[src/include/wcd_pkg.sv]
// shared constants, types and helpers for the watchdog command block
package wcd_pkg;
	// clock and self-test step timing
	localparam int CLK_HZ = 20000000;
	localparam int STEP_MS = 250;
	localparam int STEP_CYC = CLK_HZ / 1000 * STEP_MS;
	// ascii characters
	localparam logic [7:0] CH_DOLLAR = 8'h24;
	localparam logic [7:0] CH_CR = 8'h0d;
	localparam logic [7:0] CH_BANG = 8'h21;
	localparam logic [7:0] CH_QM = 8'h3f;
	localparam logic [7:0] CH_X = 8'h58;
	localparam logic [7:0] CH_R = 8'h52;
	localparam logic [7:0] CH_E = 8'h45;
	localparam logic [7:0] CH_W = 8'h57;
	localparam logic [7:0] CH_S = 8'h53;
	localparam logic [7:0] CH_D = 8'h44;
	localparam logic [7:0] CH_0 = 8'h30;
	localparam logic [7:0] CH_9 = 8'h39;
	localparam logic [7:0] CH_A = 8'h41;
	localparam logic [7:0] CH_F = 8'h46;
	localparam logic [7:0] HEX_LETTER_OFS = 8'h37;
	// command lengths after the leading dollar, slot count and last slot
	localparam logic [3:0] LEN_STAT = 4'h3;
	localparam logic [3:0] LEN_RTMO = 4'h4;
	localparam logic [3:0] LEN_RSLOT = 4'h5;
	localparam logic [3:0] LEN_WSLOT = 4'h7;
	localparam logic [3:0] LEN_WCHAN = 4'ha;
	localparam logic [3:0] LEN_MAX = 4'hc;
	localparam int NSLOT = 4;
	localparam logic [3:0] SLOT_LAST = 4'h3;
	// per-slot error codes
	localparam logic [7:0] ERR_NONE = 8'h00;
	localparam logic [7:0] ERR_SPAN = 8'h01;
	localparam logic [7:0] ERR_SELF = 8'h02;
	localparam logic [7:0] ERR_ZERO = 8'h04;
	localparam logic [7:0] ERR_DATA = 8'h08;
	localparam logic [7:0] ERR_CJR = 8'h10;
	localparam logic [7:0] ERR_EEP = 8'h20;
	// register byte offsets and reset values
	localparam logic [7:0] REG_ADDR = 8'h00;
	localparam logic [7:0] REG_TIMEOUT = 8'h04;
	localparam logic [7:0] REG_SLOTMASK = 8'h08;
	localparam logic [7:0] REG_INT_STAT = 8'h0c;
	localparam logic [7:0] REG_INT_MASK = 8'h10;
	localparam logic [7:0] REG_SELFTEST = 8'h14;
	localparam logic [7:0] ADDR_RST = 8'h01;
	localparam logic [15:0] TIMEOUT_RST = 16'h0000;
	localparam logic [7:0] SLOTMASK_RST = 8'h00;
	localparam logic [15:0] CHANMASK_RST = 16'h0000;
	// interrupt bits
	localparam int IRQ_OK = 0;
	localparam int IRQ_FAIL = 1;
	localparam int IRQ_ST = 2;
	localparam int NIRQ = 3;
	typedef struct packed {
		logic psel;
		logic penable;
		logic pwrite;
		logic [7:0] paddr;
		logic [31:0] pwdata;
	} wcd_apb_req_t;
	typedef struct packed {
		logic pready;
		logic pslverr;
		logic [31:0] prdata;
	} wcd_apb_rsp_t;
	typedef struct packed {
		logic valid;
		logic [7:0] data;
	} wcd_chr_t;
	typedef struct packed {
		logic power_indicator;
		logic run;
		logic tx;
		logic rx;
	} wcd_led_t;
	typedef struct packed {
		logic checksum;
		logic eeprom;
		logic rs232;
		logic rs485;
	} wcd_fault_t;
	typedef struct packed {
		logic eep;
		logic cjr;
		logic data;
		logic zero;
		logic self;
		logic span;
	} wcd_slot_fault_t;
	function automatic logic [4:0] wcd_from_hex(input logic [7:0] c);
		logic [7:0] t;
		t = 8'h00;
		if (c >= CH_0 && c <= CH_9) begin
			t = c - CH_0;
			return {1'b1, t[3:0]};
		end
		if (c >= CH_A && c <= CH_F) begin
			t = c - HEX_LETTER_OFS;
			return {1'b1, t[3:0]};
		end
		return 5'h00;
	endfunction
	function automatic logic [7:0] wcd_to_hex(input logic [3:0] n);
		if (n < 4'ha)
			return CH_0 + {4'h0, n};
		return HEX_LETTER_OFS + {4'h0, n};
	endfunction
	function automatic logic [7:0] wcd_code(input wcd_slot_fault_t f);
		logic [7:0] c;
		c = ERR_NONE;
		if (f.span) c = c | ERR_SPAN;
		if (f.self) c = c | ERR_SELF;
		if (f.zero) c = c | ERR_ZERO;
		if (f.data) c = c | ERR_DATA;
		if (f.cjr) c = c | ERR_CJR;
		if (f.eep) c = c | ERR_EEP;
		return c;
	endfunction
endpackage

[src/design/wcd_top.sv]
// watchdog command interpreter, slot diagnosis and self-test indicators
//
// Summary of operation
// read timeout replies bang, address, four digits
// write slot mask stores two digits, acknowledges
// read slot mask returns stored two digits
// write channel mask stores four digits per slot
// read channel mask returns that slot's mask
// power-on lights power, run, tx, rx, off
// pass repeats sequence; fail holds one indicator
// status reply gives eight digits, slots 0-3
// error codes 00 ok, 01..20 per fault
// status command accepted on both ports
// tx and rx indicators follow line traffic
// bad syntax or foreign address gets silence
// several faults report their codes ORed
//
// Added by the designer: the APB slave port and the placing of the registers.
`timescale 1ns/1ps
module wcd_top #(
	parameter int STEP_CYCLES = wcd_pkg::STEP_CYC
) (
	// clock and reset
	input wire logic clk,
	input wire logic rst_b,
	// apb register port
	input wcd_pkg::wcd_apb_req_t apb_req,
	output wcd_pkg::wcd_apb_rsp_t apb_rsp,
	// received characters, port 0 rs232, port 1 rs485
	input wcd_pkg::wcd_chr_t rx232,
	input wcd_pkg::wcd_chr_t rx485,
	// transmitted characters
	output wcd_pkg::wcd_chr_t tx,
	output logic tx_port,
	input wire logic tx_ready,
	// diagnosis inputs
	input wcd_pkg::wcd_fault_t st_fault,
	input wcd_pkg::wcd_slot_fault_t [wcd_pkg::NSLOT-1:0] slot_fault,
	// indicators and interrupt
	output wcd_pkg::wcd_led_t led,
	output logic irq
);
	import wcd_pkg::*;

	typedef enum logic [1:0] {P_IDLE, P_RECV, P_DEC, P_SEND} wcd_pst_t;
	typedef enum logic [2:0] {S_SEQ1, S_OFF1, S_SEQ2, S_OFF2, S_RUN, S_FAIL} wcd_sst_t;

	wcd_pst_t pst_q;
	wcd_sst_t sst_q;
	logic [7:0] rbuf_q [LEN_MAX];
	logic [7:0] tbuf_q [LEN_MAX];
	logic [3:0] rlen_q;
	logic [3:0] tlen_q;
	logic [3:0] tidx_q;
	logic ovf_q;
	logic port_q;
	logic [7:0] addr_q;
	logic [15:0] tmo_q;
	logic [7:0] slot_mask_q;
	logic [15:0] chan_mask_q [NSLOT];
	logic [NIRQ-1:0] stat_q;
	logic [NIRQ-1:0] mask_q;
	logic [31:0] st_cnt_q;
	logic [1:0] st_step_q;
	wcd_apb_rsp_t rsp_q;
	wcd_chr_t tx_q;
	wcd_led_t led_q;
	logic irq_q;
	logic ev_ok;
	logic ev_fail;
	logic ev_st;

	// receive selection and decode terms
	wcd_chr_t rc;
	logic [4:0] h [LEN_MAX];
	logic a_ok, is_stat, is_rtmo, is_rslot, is_wslot, is_rchan, is_wchan;
	logic cmd_ok, slot_bad;
	logic [1:0] slot;
	logic [31:0] dv;
	logic [3:0] dn;
	always_comb begin
		rc = port_q ? rx485 : rx232;
		for (int k = 0; k < LEN_MAX; k++)
			h[k] = wcd_from_hex(rbuf_q[k]);
		slot = h[4][1:0];
		a_ok = h[0][4] && h[1][4] && {h[0][3:0], h[1][3:0]} == addr_q && !ovf_q;
		is_stat = rlen_q == LEN_STAT && rbuf_q[2] == CH_E;
		is_rtmo = rlen_q == LEN_RTMO && rbuf_q[2] == CH_X && rbuf_q[3] == CH_R;
		is_rslot = rlen_q == LEN_RSLOT && rbuf_q[2] == CH_X && rbuf_q[3] == CH_E
			&& rbuf_q[4] == CH_R;
		is_wslot = rlen_q == LEN_WSLOT && rbuf_q[2] == CH_X && rbuf_q[3] == CH_E
			&& rbuf_q[4] == CH_W && h[5][4] && h[6][4];
		is_rchan = rlen_q == LEN_RSLOT && rbuf_q[2] == CH_X && rbuf_q[3] == CH_S
			&& h[4][4];
		is_wchan = rlen_q == LEN_WCHAN && rbuf_q[2] == CH_X && rbuf_q[3] == CH_S
			&& h[4][4] && rbuf_q[5] == CH_D && h[6][4] && h[7][4] && h[8][4] && h[9][4];
		// silent unless well formed
		cmd_ok = a_ok && (is_stat || is_rtmo || is_rslot || is_wslot || is_rchan
			|| is_wchan);
		slot_bad = (is_rchan || is_wchan) && h[4][3:0] > SLOT_LAST;
		dv = 32'h0;
		dn = 4'h0;
		if (!slot_bad) begin
			// timeout digits
			if (is_rtmo) begin
				dv = {tmo_q, 16'h0};
				dn = 4'h4;
			end
			// slot mask digits
			if (is_rslot) begin
				dv = {slot_mask_q, 24'h0};
				dn = 4'h2;
			end
			// channel mask digits
			if (is_rchan) begin
				dv = {chan_mask_q[slot], 16'h0};
				dn = 4'h4;
			end
			// slot codes 0 to 3
			if (is_stat) begin
				dv = {wcd_code(slot_fault[0]), wcd_code(slot_fault[1]),
					wcd_code(slot_fault[2]), wcd_code(slot_fault[3])};
				dn = 4'h8;
			end
		end
	end

	// command framing and reply
	always_ff @(posedge clk) begin
		if (!rst_b) begin
			pst_q <= P_IDLE;
			rlen_q <= 4'h0;
			ovf_q <= 1'b0;
			port_q <= 1'b0;
			tlen_q <= 4'h0;
			tidx_q <= 4'h0;
			tx_q <= '0;
			for (int k = 0; k < LEN_MAX; k++) begin
				rbuf_q[k] <= 8'h00;
				tbuf_q[k] <= 8'h00;
			end
		end else begin
			case (pst_q)
				P_IDLE: begin
					rlen_q <= 4'h0;
					ovf_q <= 1'b0;
					// either port may open a frame
					if (rx232.valid && rx232.data == CH_DOLLAR) begin
						port_q <= 1'b0;
						pst_q <= P_RECV;
					end else if (rx485.valid && rx485.data == CH_DOLLAR) begin
						port_q <= 1'b1;
						pst_q <= P_RECV;
					end
				end
				P_RECV: begin
					if (rc.valid) begin
						if (rc.data == CH_CR) begin
							pst_q <= P_DEC;
						end else if (rlen_q == LEN_MAX) begin
							ovf_q <= 1'b1;
						end else begin
							rbuf_q[rlen_q] <= rc.data;
							rlen_q <= rlen_q + 4'h1;
						end
					end
				end
				P_DEC: begin
					if (cmd_ok) begin
						// bang or question, address echo
						tbuf_q[0] <= slot_bad ? CH_QM : CH_BANG;
						tbuf_q[1] <= rbuf_q[0];
						tbuf_q[2] <= rbuf_q[1];
						for (int k = 0; k < 8; k++)
							if (k < dn)
								tbuf_q[3+k] <= wcd_to_hex(dv[4*(7-k)+:4]);
						tbuf_q[3+dn] <= CH_CR;
						tlen_q <= dn + 4'h4;
						tidx_q <= 4'h0;
						pst_q <= P_SEND;
					end else begin
						pst_q <= P_IDLE;
					end
				end
				P_SEND: begin
					if (!tx_q.valid) begin
						tx_q.valid <= 1'b1;
						tx_q.data <= tbuf_q[tidx_q];
					end else if (tx_ready) begin
						tx_q.valid <= 1'b0;
						tidx_q <= tidx_q + 4'h1;
						if (tidx_q == tlen_q - 4'h1)
							pst_q <= P_IDLE;
					end
				end
				default: pst_q <= P_IDLE;
			endcase
		end
	end

	assign ev_ok = pst_q == P_DEC && cmd_ok && !slot_bad;
	assign ev_fail = pst_q == P_DEC && cmd_ok && slot_bad;

	// stored masks
	always_ff @(posedge clk) begin
		if (!rst_b) begin
			slot_mask_q <= SLOTMASK_RST;
			for (int k = 0; k < NSLOT; k++)
				chan_mask_q[k] <= CHANMASK_RST;
		end else if (ev_ok) begin
			// slot mask store
			if (is_wslot)
				slot_mask_q <= {h[5][3:0], h[6][3:0]};
			// channel mask store
			if (is_wchan)
				chan_mask_q[slot] <= {h[6][3:0], h[7][3:0], h[8][3:0], h[9][3:0]};
		end
	end

	// self-test sequencer
	always_ff @(posedge clk) begin
		if (!rst_b) begin
			sst_q <= S_SEQ1;
			st_cnt_q <= 32'h0;
			st_step_q <= 2'h0;
		end else if (sst_q != S_RUN && sst_q != S_FAIL) begin
			if (st_cnt_q == STEP_CYCLES - 1) begin
				st_cnt_q <= 32'h0;
				st_step_q <= st_step_q + 2'h1;
				case (sst_q)
					S_SEQ1: if (st_step_q == 2'h3) sst_q <= S_OFF1;
					S_SEQ2: if (st_step_q == 2'h3) sst_q <= S_OFF2;
					// fault check after first pass
					S_OFF1: sst_q <= (|st_fault) ? S_FAIL : S_SEQ2;
					S_OFF2: sst_q <= S_RUN;
					default: sst_q <= S_FAIL;
				endcase
				if (sst_q == S_OFF1 || sst_q == S_OFF2)
					st_step_q <= 2'h0;
			end else begin
				st_cnt_q <= st_cnt_q + 32'h1;
			end
		end
	end

	assign ev_st = sst_q == S_OFF2 && st_cnt_q == STEP_CYCLES - 1;

	// indicators
	always_ff @(posedge clk) begin
		if (!rst_b) begin
			led_q <= '0;
		end else begin
			case (sst_q)
				// one lamp per step
				S_SEQ1, S_SEQ2: led_q <= 4'h8 >> st_step_q;
				S_OFF1, S_OFF2: led_q <= '0;
				// traffic shown in operation
				S_RUN: led_q <= {1'b1, 1'b1, tx_q.valid, rx232.valid | rx485.valid};
				// one lamp names the fault
				S_FAIL: begin
					if (st_fault.checksum) led_q <= 4'h8;
					else if (st_fault.eeprom) led_q <= 4'h4;
					else if (st_fault.rs232) led_q <= 4'h2;
					else led_q <= 4'h1;
				end
				default: led_q <= '0;
			endcase
		end
	end

	// interrupt status and mask
	always_ff @(posedge clk) begin
		if (!rst_b) begin
			stat_q <= '0;
			irq_q <= 1'b0;
		end else begin
			stat_q <= (stat_q & ~((apb_req.psel && apb_req.penable && apb_req.pwrite
				&& rsp_q.pready && apb_req.paddr == REG_INT_STAT) ?
				apb_req.pwdata[NIRQ-1:0] : '0)) | {ev_st, ev_fail, ev_ok};
			irq_q <= |(stat_q & mask_q);
		end
	end

	// apb slave, one wait state
	logic wr;
	assign wr = apb_req.psel && apb_req.penable && apb_req.pwrite && rsp_q.pready;
	always_ff @(posedge clk) begin
		if (!rst_b) begin
			rsp_q <= '0;
			addr_q <= ADDR_RST;
			tmo_q <= TIMEOUT_RST;
			mask_q <= '0;
		end else begin
			rsp_q.pready <= apb_req.psel && apb_req.penable && !rsp_q.pready;
			rsp_q.pslverr <= 1'b0;
			rsp_q.prdata <= 32'h0;
			if (apb_req.psel && apb_req.penable && !rsp_q.pready) begin
				case (apb_req.paddr)
					REG_ADDR: rsp_q.prdata <= {24'h0, addr_q};
					REG_TIMEOUT: rsp_q.prdata <= {16'h0, tmo_q};
					REG_SLOTMASK: rsp_q.prdata <= {24'h0, slot_mask_q};
					REG_INT_STAT: rsp_q.prdata <= {29'h0, stat_q};
					REG_INT_MASK: rsp_q.prdata <= {29'h0, mask_q};
					REG_SELFTEST: rsp_q.prdata <= {26'h0, sst_q == S_FAIL, sst_q == S_RUN,
						st_fault};
					default: rsp_q.pslverr <= 1'b1;
				endcase
			end
			if (wr && apb_req.paddr == REG_ADDR) addr_q <= apb_req.pwdata[7:0];
			if (wr && apb_req.paddr == REG_TIMEOUT) tmo_q <= apb_req.pwdata[15:0];
			if (wr && apb_req.paddr == REG_INT_MASK) mask_q <= apb_req.pwdata[NIRQ-1:0];
		end
	end

	assign apb_rsp = rsp_q;
	assign tx = tx_q;
	assign tx_port = port_q;
	assign led = led_q;
	assign irq = irq_q;
endmodule // wcd_top

[config.mk]
export PLATFORM = sky130hd
export DESIGN_NAME = wcd_top
export DESIGN_NICKNAME = d
export VERILOG_FILES = /design/src/include/wcd_pkg.sv /design/src/design/wcd_top.sv
export SDC_FILE = /design/constraint.sdc
export NUM_CORES = 1
export LEC_CHECK = 0
export ABC_CLOCK_PERIOD_IN_PS = 3500
export BUFFER_PORTS_ARGS = -buffer_cell sky130_fd_sc_hd__buf_4
export CAP_MARGIN = 20
export CORE_ASPECT_RATIO = 0.7
export CORE_MARGIN = 10
export CORE_UTILIZATION = 30
export CTS_BUF_LIST = sky130_fd_sc_hd__clkbuf_8
export DETAILED_ROUTE_END_ITERATION = 10
export PLACE_DENSITY = 0.45
export SYNTH_ARGS = -nofsm -noshare
export SYNTH_HDL_FRONTEND = slang
export SYNTH_SLANG_ARGS = --single-unit
[constraint.sdc]
create_clock -name clk -period 3.5 [get_ports clk]
set_input_delay 0.35 -clock clk [delete_from_list [all_inputs] [get_ports clk]]
set_output_delay 0.35 -clock clk [all_outputs]
set_load 0.01 [all_outputs]
* Word level (Yosys, flattened, before mapping) *
Memory sizes are Yosys's and may differ from the RTL's. A register that Yosys moved wholly into a read port is not among the register bits.
Cells that the tools add are included.

word-level totals
  bits of input ports = 92
  logic and storage cells = 565
  register bits after elaboration = 131
  memories = 3
  output and inout port bits = 49
  RAM bits = 256

cells by class
  shift-type cells = 1
  equal/unequal tests = 48
  order comparisons = 49
  bitwise operators = 17
  reduce and logical (&&, ||, !) cells = 92
  add/sub/neg operators = 39
  mux-type cells = 293

memory list
  name         words  bits a word  read ports  clocked after memory_dff  wr ports  RTL line       RTL
  rbuf_q       12     8            10          0                         12        wcd_top.sv:50  logic [7:0] rbuf_q [LEN_MAX];
  tbuf_q       12     8            1           1                         12        wcd_top.sv:51  logic [7:0] tbuf_q [LEN_MAX];
  chan_mask_q  4      16           1           0                         4         wcd_top.sv:60  logic [15:0] chan_mask_q [NSLOT];

operator list
  operator                                                            count
  2-to-1 mux 8 bit                                                    61
  2-to-1 mux 32 bit                                                   6
  2-to-1 mux 5 bit                                                    37
  2-to-1 mux 1 bit                                                    134
  adder 6 x 4 -> 7 bit (first input constant)                         16
  case mux 16 bit (6 select lines)                                    1
  2-to-1 mux 4 bit                                                    17
  == test 8 x 7 -> 1 bit (second input constant)                      8
  greater-or-equal comparator 8 x 6 -> 1 bit (second input constant)  8
  greater-or-equal comparator 8 x 7 -> 1 bit (second input constant)  8
  less-or-equal comparator 8 x 6 -> 1 bit (second input constant)     8
  less-or-equal comparator 8 x 7 -> 1 bit (second input constant)     8
  logical AND 1 bit                                                   57
  subtractor 4 x 1 -> 4 bit (second input constant)                   9
  adder 32 x 1 -> 32 bit (second input constant)                      1
  == test 32 x 23 -> 1 bit (second input constant)                    1
  < comparator 4 bit (second input constant)                          8
  subtractor 4 x 3 -> 4 bit (second input constant)                   8
  2-to-1 mux 2 bit                                                    15
  2-to-1 mux 3 bit                                                    10
  == test 8 x 4 -> 1 bit (second input constant)                      3
  2-to-1 mux 6 bit                                                    4
  != test 2 bit (second input constant)                               11
  == test 8 x 5 -> 1 bit (second input constant)                      2
  other kinds (49)                                                    98

* Depth between registers and ports, before layout *
An unclocked memory read counts as a cell.

  depth in word-level cells = 28
  depth in mapped cells = 18
  gate-level depth less buffers = 16

* Least setup slack after synthesis *
Ideal clock, no wire load.

  path type = register to register
  start point = mem rbuf_q[4][0]
  end point = mem tbuf_q[3][5]
  clock period less this slack = 3.848 ns
  setup time = 0.128 ns
  arrival time = 3.720 ns
  buffers on the path = 2
  setup slack = -0.348 ns
  cell stages (with the launch flop) = 17
  cell sequence = edfxtp_1 > clkinv_1 > ha_1 > or4b_4 > and3_1 > buf_2 > a21oi_2 > buf_6 > nor2_2 > o21ai_2 > o211ai_1 > inv_1 > ha_1 > or3_1 > a21o_1 > a22oi_1 > nor2_1

RTL lines
  element             RTL line
  start: declaration  wcd_top.sv:50
  end: declaration    wcd_top.sv:51

==> flow_summary.ini <==
[synthesis]
netlist_instances = 1844
synth_largest_type_area_fraction_pct = 30.9
ys_warn_count = 0
yosysTopAreaCell = edfxtp_1
mappedNetlistArea_mm2 = 0.0176
async_reset_ff_share_pct = 0
ys_seq_area_share_pct = 48.3
synth_edf_count = 181
ys_ff_latch = 335
ys_top_cells_by_area = edfxtp_1 (31%), dfxtp_1 (17%), nor2_1 (6.2%), nand2_1 (4.6%), ha_1 (3.6%)
avgSynthCellArea_um2 = 9.55
yosysUniqueCellTypes = 104
synthFlopType = edfxtp_1

[critical_path]
r2r_start = rbuf_q[4][0]$_SDFFCE_PN0P_
cp_data_required_time_ns = 4.09
crit_slowest_cell = or4b_4
arrival_ns = 4.18
cp_max_fo = 5
path_cells = buf_6 -> ha_4 -> or4b_4 -> and3_4 -> a21oi_4 -> nor2_4 -> o211ai_1 -> inv_1 -> ha_4 -> xnor2_4 -> or3_4 -> a21o_4 -> a21o_1 -> a21oi_2
startpoint_type = flip-flop
crit_type = reg -> reg
max_stage_delay_ns = 0.53
reg2regPathDepth = 14
reg2reg_slack_ns = -0.09
cp_common_cell = ha_4
worst_setup_path_end_kind = flip-flop
r2r-end = tbuf_q[3][0]$_SDFFE_PP1P_

[floorplanning]
die-area_mm2 = 0.0690
coreArea_mm2 = 0.0582
initial_core_util_pct = 30.3
rows = 74
ios = 141
die_h_um = 223
die_w_um = 310

[finish]
drive_gt1_share_pct = 28.1
diodes = 0
num-nets-final = 2361
area_growth_pct = 32.2
utilization_pct = 40.0

[outcome]
failed_checks = negative setup slack
status = finished, violations left

[timing]
finalCritPeriodShare_pct = 103
skew_ns = 0.0594
max_freq_mhz = 279
setup_tns_ns = -0.274
final.setup.worst_slack_ns = -0.0895
max_slew_margin_pct = 39.8
tightest_slew_ns = 0.878
maxSlewViolCount = 0
setup_viol_count_final = 6
layout_min_cycle_time_ns = 3.59
grt_setup_unrepaired = yes
fin_hold_ws_ns = 0.0190
hold_violations = 0

[detailed_routing]
drcViolationCount = 0
vias = 15735
ant_nets = 0
drt_iter0_drc = 1437
wl_per_cell_um = 21.1
dr.pass1.iters = 5
vias_per_cell = 5.20
routed_wl_mm = 63.9

[power_and_ir_drop]
internal_power_mw = 6.35
clockPowerShare_pct = 43.2
finalPower_mw = 8.52
pwr-share-seq_pct = 50.3
power.switching_mw = 2.17
vdd_drop_max_mv = 0.261
cellPowerDensity_mw_per_mm2 = 366
p_leak_nw = 8.60
power_frac_comb_pct = 6.5
netSwitchingFraction_pct = 25.4

[worst_hold_path]
whs_endpoint = apb_rsp[32]$_SDFF_PN0_
hold_depth = 3
hold_class = in -> reg
hp-start = apb_req[33]

[clock_tree]
clk_latency_ns = 0.70
cts_num_sinks = 335
htreeDepth = 2
clk_pin_slew_ns = 0.06
cts_buffer_depth = 3
cts_root_buf = clkbuf_8
cts_tree = done
cts_buffers = 56

[placed_design]
post-dp-hpwl_mm = 48.1
io_buffers = 108
place_ws_ns = -0.233
gp_congestion = 0.934

[global_route]
track_usage_pct = 17.8
grt_antenna_before_repair = 2
grt_pass1_vias = 14901
grt_overflow = 0
grt_max_degree = 44
grt_pass1_wl_mm = 94.3

[flow_run]
maxCapViolCount = 0
through the flow:
stage | cell area (um^2) | cells
6_report | 23300 | 3027
5_1_grt | 23300 | 3027
4_1_cts | 22500 | 3000
3_5_place_dp | 20900 | 2863
3_3_place_gp | 20900 | 2863
2_1_floorplan | 17800 | 1860
cell usage after synthesis, types with 10 or more instances:
cell	instances
ha_1	50
clkbuf_1	55
a21o_1	10
nand2_1	214
nor3b_1	12
nor2_1	289
mux2_2	19
a221oi_1	11
or3_1	23
mux2i_1	31
inv_1	55
a21oi_1	123
o21bai_1	10
nor3_1	46
a211oi_1	26
o211ai_1	11
edfxtp_1	181
nand2b_1	11
o21ai_0	39
and3_1	28
nor2b_1	14
xnor2_1	35
a31oi_1	15
buf_4	17
xor2_1	26
nand4_1	23
a222oi_1	10
a22oi_1	20
dfxtp_1	154
nor4_1	18
nand3_1	51
sequential cells by signal, indices dropped and copies added (netlist names), 3 cells and up:
signal / cells
led: 4
chan_mask_q: 64
rlen_q: 4
tlen_q: 3
tx: 9
apb_rsp: 18
tmo_q: 16
rbuf_q: 80
slot_mask_q: 8
sst_q: 3
mask_q: 3
tbuf_q: 69
st_cnt_q: 32
tidx_q: 4
addr_q: 8
stat_q: 3
power by group through the flow:
stage / clock, mW / sequential, mW / combinational [mW]
2_1_floorplan: 0 / 4.35 / 0.245
3_3_place_gp: 0 / 4.36 / 0.501
3_5_place_dp: 0 / 4.36 / 0.504
4_1_cts: 3.77 / 4.28 / 0.536
5_1_grt: 3.96 / 4.29 / 0.599
6_report: 3.68 / 4.28 / 0.555
what timing repair did:
action | CTS | global route
gates resized for setup | 27 | 119
endpoints found under the hold margin | 33 | 0
hold buffers | 26 | 0
setup buffers | 5 | 27
pin swaps | 18 | 32
setup endpoints to repair | 91 | 173
cloned | 0 | 1
area by class of cell:
cell class | instances | area [um^2]
Fill cell | 5796 | 34900
Multi-Input combinational cell | 1375 | 9260
Sequential cell | 335 | 8520
Timing Repair Buffer | 393 | 3180
Tap cell | 760 | 951
Clock buffer | 67 | 922
Clock inverter | 39 | 243
Inverter | 58 | 225
logic make-up after synthesis:
logic type	Yosys count	synth area share, %
compound gates	371	14.6
xor+xnor	61	3.03
fa+ha+maj	50	3.55
buf+inv	151	3.89
flops	335	48.3
mux	53	3.36
other cells	1	0.0213
simple gates	822	23.2
worst max-delay path by stage:
stage / cells after the start / startpoint / end
after CTS: 13 / rbuf_q[2][7]$_SDFFCE_PN0P_ / tbuf_q[4][4]$_SDFFCE_PN0P_
after global routing: 14 / rbuf_q[4][0]$_SDFFCE_PN0P_ / tbuf_q[3][0]$_SDFFE_PP1P_
after floorplan: 16 / rbuf_q[4][0]$_SDFFCE_PN0P_ / tbuf_q[3][5]$_SDFFE_PP0P_
after detailed placement: 16 / rbuf_q[4][0]$_SDFFCE_PN0P_ / tbuf_q[4][4]$_SDFFCE_PN0P_
after global placement: 16 / rbuf_q[4][0]$_SDFFCE_PN0P_ / tbuf_q[4][4]$_SDFFCE_PN0P_
final: 14 / rbuf_q[4][0]$_SDFFCE_PN0P_ / tbuf_q[3][0]$_SDFFE_PP1P_
routing by layer:
layer  wire (um)  up-vias  track usage [%]
li1            -     7470                -
met1       32200     7624             27.7
met2       24100      572             22.9
met3        6430       69             5.49
met4        1150        0             4.00
met5           0        -                0
cells in the final DEF (no fill, tap or decap), drive strengths merged, types with 11 or more instances in the layout:
cell / count
edfxtp: 181
nor2b: 14
buf: 367
clkbuf: 67
ha: 50
nor3: 50
nor4: 25
xnor2: 35
or2: 12
mux2i: 31
dlygate4sd3: 26
or3: 23
a221oi: 11
conb: 17
nand2b: 11
a31oi: 15
and3: 28
mux2: 19
clkinv: 23
nand2: 214
nor2: 294
nand4: 23
o211ai: 11
a211oi: 27
nor3b: 14
xor2: 26
dfxtp: 154
inv: 72
a22oi: 21
o21ai: 42
a21oi: 124
nand3: 53
worst max-delay path: cells and delay by family (launching register included):
family | cells | cell delay, ns
and+or+nand+nor | 4 | 1.18
AOI/OAI and AO/OA | 5 | 1.08
DFF | 1 | 0.47
adders and majority gates | 2 | 0.35
buffers and inverters | 2 | 0.30
xor gates and xnor gates | 1 | 0.13
Note: power is estimated with default switching activity, not from simulation.
